$ cat src/verilog/sfr_consts.svh
`ifndef SFR_CONSTS_SVH
`define SFR_CONSTS_SVH
`define SFR_ADDR_STATUS 8'h0D
`define SFR_BIT_THF 7
`define SFR_BIT_TLF 6
`define SFR_BIT_UPD 5
`define SFR_BIT_CNT 4
`define SFR_BIT_ALM 3
`define SFR_BIT_EVT 2
`define SFR_BIT_POR 1
`define SFR_BIT_VLO 0
`define SFR_RESET_VALUE 8'h02
`define SFR_RESET_TEMP_FLAG 1'b0
`define SFR_FLAG_COUNT 8
`define SFR_ALL_KEEP 8'hFF
`define SFR_RDATA_IDLE 8'h00
`endif

$ cat src/verilog/sfr_pkg.sv
package sfr_pkg;
  typedef logic [7:0] sfr_byte_t;
endpackage

$ cat src/verilog/sfr_status_flags.sv
`timescale 1ns/1ps
`include "sfr_consts.svh"
module sfr_status_flags
  import sfr_pkg::*;
(
  input wire logic sys_clk,
  input wire logic rst_n,
  input wire logic regWrite,
  input wire logic regRead,
  input wire logic [7:0] regAddr,
  input wire logic [7:0] regWdata,
  input wire logic tempValid,
  input wire logic signed [11:0] tempValue,
  input wire logic signed [11:0] high_threshold_value,
  input wire logic signed [11:0] low_threshold_value,
  input wire logic high_flag_reset_bit,
  input wire logic low_flag_reset_bit,
  input wire logic periodicUpdateEvent,
  input wire logic countdownEvent,
  input wire logic alarmMatchEvent,
  input wire logic externalEvent,
  input wire logic voltageLowEvent,
  output logic [7:0] regRdata,
  output logic temp_high_flag,
  output logic temp_low_flag
);
  // ************************************************
  // address decode
  // ************************************************
  // one decode serves both strobes, so read and write never disagree on the map
  function automatic logic sfr_is_status(input logic [7:0] addr);
    sfr_is_status = (addr == `SFR_ADDR_STATUS);
  endfunction

  sfr_byte_t flags;
  wire sfr_byte_t next_flags;
  wire sfr_byte_t setVec;
  wire sfr_byte_t writeKeep;
  wire sfr_byte_t resetKeep;
  wire sfr_byte_t readData;
  wire logic statusHit;
  wire logic writeHit;
  wire logic readHit;
  wire logic aboveHigh;
  wire logic belowLow;

  assign statusHit = sfr_is_status(regAddr);
  assign writeHit = regWrite && sfr_is_status(regAddr);
  assign readHit = regRead && sfr_is_status(regAddr);

  // ************************************************
  // set sources
  // ************************************************
  // strict signed compares, taken only when a fresh measurement is presented
  assign aboveHigh = tempValid && (tempValue > high_threshold_value);
  assign belowLow = tempValid && (tempValue < low_threshold_value);

  assign setVec[`SFR_BIT_THF] = aboveHigh;
  assign setVec[`SFR_BIT_TLF] = belowLow;
  assign setVec[`SFR_BIT_UPD] = periodicUpdateEvent;
  assign setVec[`SFR_BIT_CNT] = countdownEvent;
  assign setVec[`SFR_BIT_ALM] = alarmMatchEvent;
  assign setVec[`SFR_BIT_EVT] = externalEvent;
  // the power-on flag has no hardware source: only reset raises it
  assign setVec[`SFR_BIT_POR] = 1'b0;
  assign setVec[`SFR_BIT_VLO] = voltageLowEvent;

  // ************************************************
  // clear sources
  // ************************************************
  // write data only ever masks: a 1 keeps the bit, a 0 clears it, nothing sets
  assign writeKeep = writeHit ? regWdata : `SFR_ALL_KEEP;
  // the reset bits clear on every cycle they are held, like a write of 0
  assign resetKeep[`SFR_BIT_THF] = ~high_flag_reset_bit;
  assign resetKeep[`SFR_BIT_TLF] = ~low_flag_reset_bit;
  assign resetKeep[`SFR_BIT_UPD] = 1'b1;
  assign resetKeep[`SFR_BIT_CNT] = 1'b1;
  assign resetKeep[`SFR_BIT_ALM] = 1'b1;
  assign resetKeep[`SFR_BIT_EVT] = 1'b1;
  assign resetKeep[`SFR_BIT_POR] = 1'b1;
  assign resetKeep[`SFR_BIT_VLO] = 1'b1;

  // ************************************************
  // per-flag next state
  // ************************************************
  genvar bitIdx;
  generate
    for (bitIdx = 0; bitIdx < `SFR_FLAG_COUNT; bitIdx = bitIdx + 1) begin : g_flag
      // a set in the same cycle as any clear wins, so an event is never lost
      assign next_flags[bitIdx] = (flags[bitIdx] & writeKeep[bitIdx] & resetKeep[bitIdx])
        | setVec[bitIdx];

      a_bit_no_force: assert property (@(posedge sys_clk) disable iff (!rst_n)
        !flags[bitIdx] && !setVec[bitIdx] |=> !flags[bitIdx])
        else $error("flag rose without a hardware event");
      a_bit_zero_clr: assert property (@(posedge sys_clk) disable iff (!rst_n)
        writeHit && !regWdata[bitIdx] && !setVec[bitIdx] |=> !flags[bitIdx])
        else $error("written zero did not clear the flag");
      a_bit_one_keep: assert property (@(posedge sys_clk) disable iff (!rst_n)
        writeHit && regWdata[bitIdx] && resetKeep[bitIdx] && !setVec[bitIdx]
        |=> flags[bitIdx] == $past(flags[bitIdx]))
        else $error("written one changed the flag");
      a_bit_set_wins: assert property (@(posedge sys_clk) disable iff (!rst_n)
        setVec[bitIdx] |=> flags[bitIdx])
        else $error("event lost against a clear");
    end
  endgenerate

  // ************************************************
  // registers
  // ************************************************
  always_ff @(posedge sys_clk) begin
    if (!rst_n) begin
      flags <= `SFR_RESET_VALUE;
    end else begin
      flags <= next_flags;
    end
  end

  // read data stands one cycle and then falls back to idle, so nothing stale lingers
  assign readData = readHit ? flags : `SFR_RDATA_IDLE;

  always_ff @(posedge sys_clk) begin
    if (!rst_n) begin
      regRdata <= `SFR_RDATA_IDLE;
    end else begin
      regRdata <= readData;
    end
  end

  // the mirrors load from the next value so they match the register every cycle
  always_ff @(posedge sys_clk) begin
    if (!rst_n) begin
      temp_high_flag <= `SFR_RESET_TEMP_FLAG;
      temp_low_flag <= `SFR_RESET_TEMP_FLAG;
    end else begin
      temp_high_flag <= next_flags[`SFR_BIT_THF];
      temp_low_flag <= next_flags[`SFR_BIT_TLF];
    end
  end

  // ************************************************
  // checks
  // ************************************************
  a_reset_value: assert property (@(posedge sys_clk) !rst_n |=> flags == `SFR_RESET_VALUE)
    else $error("status reset value wrong");
  a_no_write_set: assert property (@(posedge sys_clk) disable iff (!rst_n)
    !flags[`SFR_BIT_POR] |=> !flags[`SFR_BIT_POR])
    else $error("power-on flag set by write");
  a_high_sets: assert property (@(posedge sys_clk) disable iff (!rst_n)
    aboveHigh |=> flags[`SFR_BIT_THF] && temp_high_flag)
    else $error("temp-high flag not set");
  a_low_sets: assert property (@(posedge sys_clk) disable iff (!rst_n)
    belowLow |=> flags[`SFR_BIT_TLF] && temp_low_flag)
    else $error("temp-low flag not set");
  a_high_reset_bit: assert property (@(posedge sys_clk) disable iff (!rst_n)
    high_flag_reset_bit && !aboveHigh |=> !flags[`SFR_BIT_THF])
    else $error("high reset bit did not clear");
  a_low_reset_bit: assert property (@(posedge sys_clk) disable iff (!rst_n)
    low_flag_reset_bit && !belowLow |=> !flags[`SFR_BIT_TLF])
    else $error("low reset bit did not clear");
  a_write_zero_clr: assert property (@(posedge sys_clk) disable iff (!rst_n)
    regWrite && statusHit && !regWdata[`SFR_BIT_POR] |=> !flags[`SFR_BIT_POR])
    else $error("write zero did not clear");
  a_write_one_keep: assert property (@(posedge sys_clk) disable iff (!rst_n)
    regWrite && statusHit && regWdata[`SFR_BIT_POR] && !high_flag_reset_bit
    |=> flags[`SFR_BIT_POR] == $past(flags[`SFR_BIT_POR]))
    else $error("write one changed flag");
  a_read_data: assert property (@(posedge sys_clk) disable iff (!rst_n)
    regRead && statusHit |=> regRdata == $past(flags))
    else $error("read data mismatch");
  a_read_idle: assert property (@(posedge sys_clk) disable iff (!rst_n)
    !readHit |=> regRdata == `SFR_RDATA_IDLE)
    else $error("read data not idle");
  a_read_quiet: assert property (@(posedge sys_clk) disable iff (!rst_n)
    readHit && !writeHit && !high_flag_reset_bit && !low_flag_reset_bit
    |=> flags == ($past(flags) | $past(setVec)))
    else $error("read changed the flags");
  a_other_write: assert property (@(posedge sys_clk) disable iff (!rst_n)
    regWrite && !statusHit && !high_flag_reset_bit && !low_flag_reset_bit
    |=> flags == ($past(flags) | $past(setVec)))
    else $error("write elsewhere changed the flags");
  a_mirror_high: assert property (@(posedge sys_clk) disable iff (!rst_n)
    temp_high_flag == flags[`SFR_BIT_THF])
    else $error("temp-high output differs from flag");
  a_mirror_low: assert property (@(posedge sys_clk) disable iff (!rst_n)
    temp_low_flag == flags[`SFR_BIT_TLF])
    else $error("temp-low output differs from flag");
  a_high_holds: assert property (@(posedge sys_clk) disable iff (!rst_n)
    flags[`SFR_BIT_THF] && !high_flag_reset_bit
    && !(writeHit && !regWdata[`SFR_BIT_THF]) |=> flags[`SFR_BIT_THF])
    else $error("temp-high flag dropped without a clear");
  a_low_holds: assert property (@(posedge sys_clk) disable iff (!rst_n)
    flags[`SFR_BIT_TLF] && !low_flag_reset_bit
    && !(writeHit && !regWdata[`SFR_BIT_TLF]) |=> flags[`SFR_BIT_TLF])
    else $error("temp-low flag dropped without a clear");
  a_both_reset_bits: assert property (@(posedge sys_clk) disable iff (!rst_n)
    high_flag_reset_bit && low_flag_reset_bit && !aboveHigh && !belowLow
    |=> !temp_high_flag && !temp_low_flag)
    else $error("reset bits did not clear both outputs");
  a_reset_outputs: assert property (@(posedge sys_clk)
    !rst_n |=> !temp_high_flag && !temp_low_flag && regRdata == `SFR_RDATA_IDLE)
    else $error("outputs not at reset value");

  // ************************************************
  // coverage
  // ************************************************
  c_high_event: cover property (@(posedge sys_clk) disable iff (!rst_n) aboveHigh);
  c_set_clear_race: cover property (@(posedge sys_clk) disable iff (!rst_n)
    aboveHigh && regWrite && statusHit && !regWdata[`SFR_BIT_THF]);
  c_low_reset: cover property (@(posedge sys_clk) disable iff (!rst_n)
    flags[`SFR_BIT_TLF] ##1 low_flag_reset_bit);
  c_por_cleared: cover property (@(posedge sys_clk) disable iff (!rst_n)
    writeHit && !regWdata[`SFR_BIT_POR] && flags[`SFR_BIT_POR]);
  c_read_status: cover property (@(posedge sys_clk) disable iff (!rst_n)
    readHit ##1 regRdata != `SFR_RDATA_IDLE);
endmodule

$ cat config.mk
export PLATFORM = sky130hd
export DESIGN_NAME = sfr_status_flags
export DESIGN_NICKNAME = d
export VERILOG_FILES = /design/src/verilog/sfr_pkg.sv /design/src/verilog/sfr_status_flags.sv
export VERILOG_INCLUDE_DIRS = /design/src /design/src/verilog
export SDC_FILE = /design/constraint.sdc
export NUM_CORES = 1
export LEC_CHECK = 0
export BUFFER_PORTS_ARGS = -buffer_cell sky130_fd_sc_hd__buf_4
export CELL_PAD_IN_SITES_DETAIL_PLACEMENT = 0
export CELL_PAD_IN_SITES_GLOBAL_PLACEMENT = 1
export CORE_ASPECT_RATIO = 1.2
export CORE_MARGIN = 1
export CORE_UTILIZATION = 29
export DETAILED_ROUTE_END_ITERATION = 16
export PLACE_DENSITY = 0.84
export REMOVE_ABC_BUFFERS = 1
export SLEW_MARGIN = 15
export SYNTH_ARGS = -nofsm -noshare
export SYNTH_HDL_FRONTEND = slang
export SYNTH_SLANG_ARGS = --single-unit
$ cat constraint.sdc
create_clock -name sys_clk -period 1.94 [get_ports sys_clk]
set_input_delay 0.194 -clock sys_clk [delete_from_list [all_inputs] [get_ports sys_clk]]
set_output_delay 0.194 -clock sys_clk [all_outputs]
set_load 0.03 [all_outputs]
==> key figures <==
Status
  – Status: finished, final reports clean

Pwr
  – Leakage: 0.9693 nW
  – Int Power: 0.6671 mW
  – Sequential share of power: 39.3%
  – Power density cells: 489.0 nW/um^2
  – Net Sw Frac: 24.44%
  – Sw Pwr: 0.2158 mW
  – IR drop worst, VDD: 0.2156 mV
  – Clock power frac: 32.8%
  – Total Power: 0.8829 mW
  – Comb power frac: 27.9%

Setup path
  – CP Cell Sequence: buf_4 -> or4b_4 -> nor4_4 -> nand2_2 -> o21a_1 -> o21a_1
  – Most frequent CP cell: o21a_1
  – Crit-path slowest cell: or4b_4
  – CP Class: in2reg
  – Crit path largest cell delay: 0.53 ns
  – Reg-to-Reg End: flags[6]
  – Worst Path Required: 2.08 ns
  – Worst setup EP type: flip-flop
  – R2r startpoint: flags[6]
  – Worst Path Arrival: 1.53 ns
  – R2r worst-path depth: 4
  – Peak fanout along the critical path: 8
  – R2R Setup Slk: 1.21 ns
  – Critical Path Start Type: input pin

Synth
  – Synthesized instance count: 135
  – Register area share after synthesis: 28.07%
  – Mux cell area share after synthesis: 0.8772%
  – Area share of fa/ha/maj cells after synthesis: 25.22%
  – Post-Synth XOR/XNOR Area: 0%
  – #FFs+latches synth: 16
  – Avg Inst Size Synth: 8.453 sq um
  – Mapped cell area: 1141 sq um
  – Compound-Gate Fraction of Synth Area: 18.75%
  – Largest family of logic cells by synthesized area: adder cells
  – Post-synth cell types: 27
  – Post-synthesis simple-gate area fraction: 19.19%
  – Yosys warns: 0

Clocking
  – Max clock buf depth: 2
  – Root Driver: clkbuf_8
  – CTS H-tree depth: 1
  – Post-CTS Setup Bufs: 0
  – Clock sinks: 16
  – Clock-pin slew on the worst setup and hold paths: 0.06 ns
  – CTS tree: yes
  – Num CTS Buffers: 3
  – Clk_lat worst skew: 0.25 ns
  – Count of hold-fix buffers inserted at cts: 0
  – CTS resizes: 0

Cells and area
  – Final net count: 299
  – Post-Layout Cell Count: 263
  – Fin util: 48.88%
  – N_diodes: 0
  – Share of layout cells above drive strength 1: 37.91%
  – Synth-to-Final Area Change: 58.22%

GRT
  – Global-route wire length before repair: 4250 um
  – Largest net degree at the start of global routing: 12
  – Vias in the first global route: 1082
  – Initial antenna violation count: 0
  – Tot GR Track Use: 13.16%
  – Remaining global-route overflow: 0

STA
  – Fin crit share: 71.50%
  – Fin. Hold Viols: 0
  – F_max: 0.7209 GHz
  – Clock Skew: 0.001742 ns
  – Minimum clock period: 1.387 ns
  – Worst slew pin tran: 0.3034 ns
  – Max-slew violation count: 0
  – Final TNS setup: 0 ns
  – RSZ-0062 raised after global routing: no
  – Relative slew slack: 79.52%
  – Final setup vio count: 0

Drt
  – Final WL: 2596 um
  – Vias: 1143
  – TritonRoute pass-1 iters: 4
  – Vias per cell: 4.346
  – DRT iter0 DRCs: 30
  – Drt drc: 0
  – Wirelength per Cell: 9.871 um
  – Post-detailed-route count of antenna-violating nets: 0

Floorplanning
  – Die area: 4191 sq um
  – Initial Utilization: 30.89%
  – Core ar.: 3694 sq um
  – Standard-cell rows: 24
  – Die Y: 70.72 um
  – Die width: 59.26 um
  – I/O pins: 74

Min path
  – Min-delay worst type: in2reg
  – Hold-critical path depth: 2
  – Hold path endpoint: flags[2]
  – Worst hold path startpoint: externalEvent

Placed design
  – DP HPWL: 2314 um
  – GP Congestion: 0.7551
  – Placed cell count: 259
  – Port bufs: 73

Flow run
  – Max-cap viol count: 0
-- stage by stage --
step           setup slack (ns)  instance area, sq um  hold slack, ns
6_report                 0.5529                  1805          0.1499
5_1_grt                  0.4626                  1805          0.1519
4_1_cts                  0.5504                  1805          0.1470
3_5_place_dp             0.2852                  1750          0.4058
3_3_place_gp             0.2974                  1750          0.4027
2_1_floorplan            0.4861                  1137          0.2559
-- flip-flops by register name (all words and copies together), names as in the netlist --
register	count
flags	7
temp_high_flag	1
regRdata	8
-- cells by family (layout without fill, tap and decap cells) --
| logic type | Yosys count | after routing |
|---|---|---|
| DFF | 16 | 16 |
| buffers and inverters | 24 | 100 |
| muxes | 1 | 1 |
| adders and majority gates | 23 | 23 |
| and+or+nand+nor | 38 | 38 |
| AOI/OAI and AO/OA | 33 | 33 |
-- synth_stat cells --
| cell type | number | area, sq um |
|---|---|---|
| nor4_4 | 1 | 21.27 |
| and2_1 | 8 | 50.05 |
| or4b_4 | 1 | 13.76 |
| o21ai_1 | 3 | 15.01 |
| ha_1 | 23 | 287.8 |
| nand2_1 | 9 | 33.78 |
| o311ai_0 | 1 | 8.760 |
| inv_1 | 23 | 86.33 |
| dfxtp_1 | 16 | 320.3 |
| a21oi_1 | 10 | 50.05 |
| o21ai_0 | 2 | 10.01 |
| o31a_1 | 2 | 17.52 |
| and3_1 | 2 | 12.51 |
| nor2b_1 | 2 | 12.51 |
| a21o_1 | 1 | 7.510 |
| clkbuf_1 | 1 | 3.750 |
| nand2_2 | 1 | 6.260 |
| a31oi_1 | 1 | 6.260 |
| o31ai_1 | 1 | 7.510 |
| nand3_1 | 3 | 15.01 |
| nor3_1 | 2 | 10.01 |
| o221ai_1 | 1 | 8.760 |
| mux2i_1 | 1 | 10.01 |
| o21a_1 | 11 | 82.58 |
| nor2_1 | 5 | 18.77 |
| nand4_1 | 3 | 18.77 |
| nor4_1 | 1 | 6.260 |
-- worst max-delay path: cells and delay by family --
| kind | cells | cell delay, ns |
|---|---|---|
| AND/OR/NAND/NOR | 3 | 0.87 |
| AO/OA/AOI/OAI | 2 | 0.36 |
| buffers and inverters | 1 | 0.11 |
-- power by group through the flow --
stage          logic (mW)  clock network, mW  registers (mW)
2_1_floorplan       0.104                  0           0.362
3_3_place_gp        0.249                  0           0.354
3_5_place_dp        0.250                  0           0.354
4_1_cts             0.251              0.296           0.347
5_1_grt             0.280              0.310           0.348
6_report            0.246              0.290           0.347
-- per-layer routing --
metal | global-route usage [%] | wire [um] | vias up
li1 | - | - | 618
met1 | 14.86 | 1118 | 473
met2 | 22.35 | 1211 | 47
met3 | 2.925 | 213 | 5
met4 | 7.143 | 53 | 0
met5 | 0 | 0 | -
-- cell type report --
type | instances | area [sq um]
Tap cell | 52 | 65.06
Timing Repair Buffer | 73 | 548.0
Multi-Input combinational cell | 95 | 730.7
Sequential cell | 16 | 320.3
Clock buffer | 4 | 55.05
Fill cell | 393 | 1888
Inverter | 23 | 86.33
-- layout by cell type (no fill, tap or decap), drive strengths merged, types with 2 or more instances in the layout --
cell / instances
a21oi: 10
and2: 8
and3: 2
buf: 73
clkbuf: 4
dfxtp: 16
ha: 23
inv: 23
nand2: 10
nand3: 3
nand4: 3
nor2: 5
nor2b: 2
nor3: 2
nor4: 2
o21a: 11
o21ai: 5
o31a: 2
-- worst max-delay path by stage --
stage	start	to	slack, ns	depth (start not counted)
2_1_floorplan	regAddr[1]	flags[0]	0.49	5
3_3_place_gp	regAddr[1]	flags[3]	0.30	6
3_5_place_dp	regAddr[1]	flags[5]	0.29	6
4_1_cts	regAddr[1]	flags[5]	0.55	6
5_1_grt	regAddr[1]	flags[5]	0.46	6
6_report	regAddr[1]	flags[3]	0.55	6
Power figures use the tool's default switching activity.
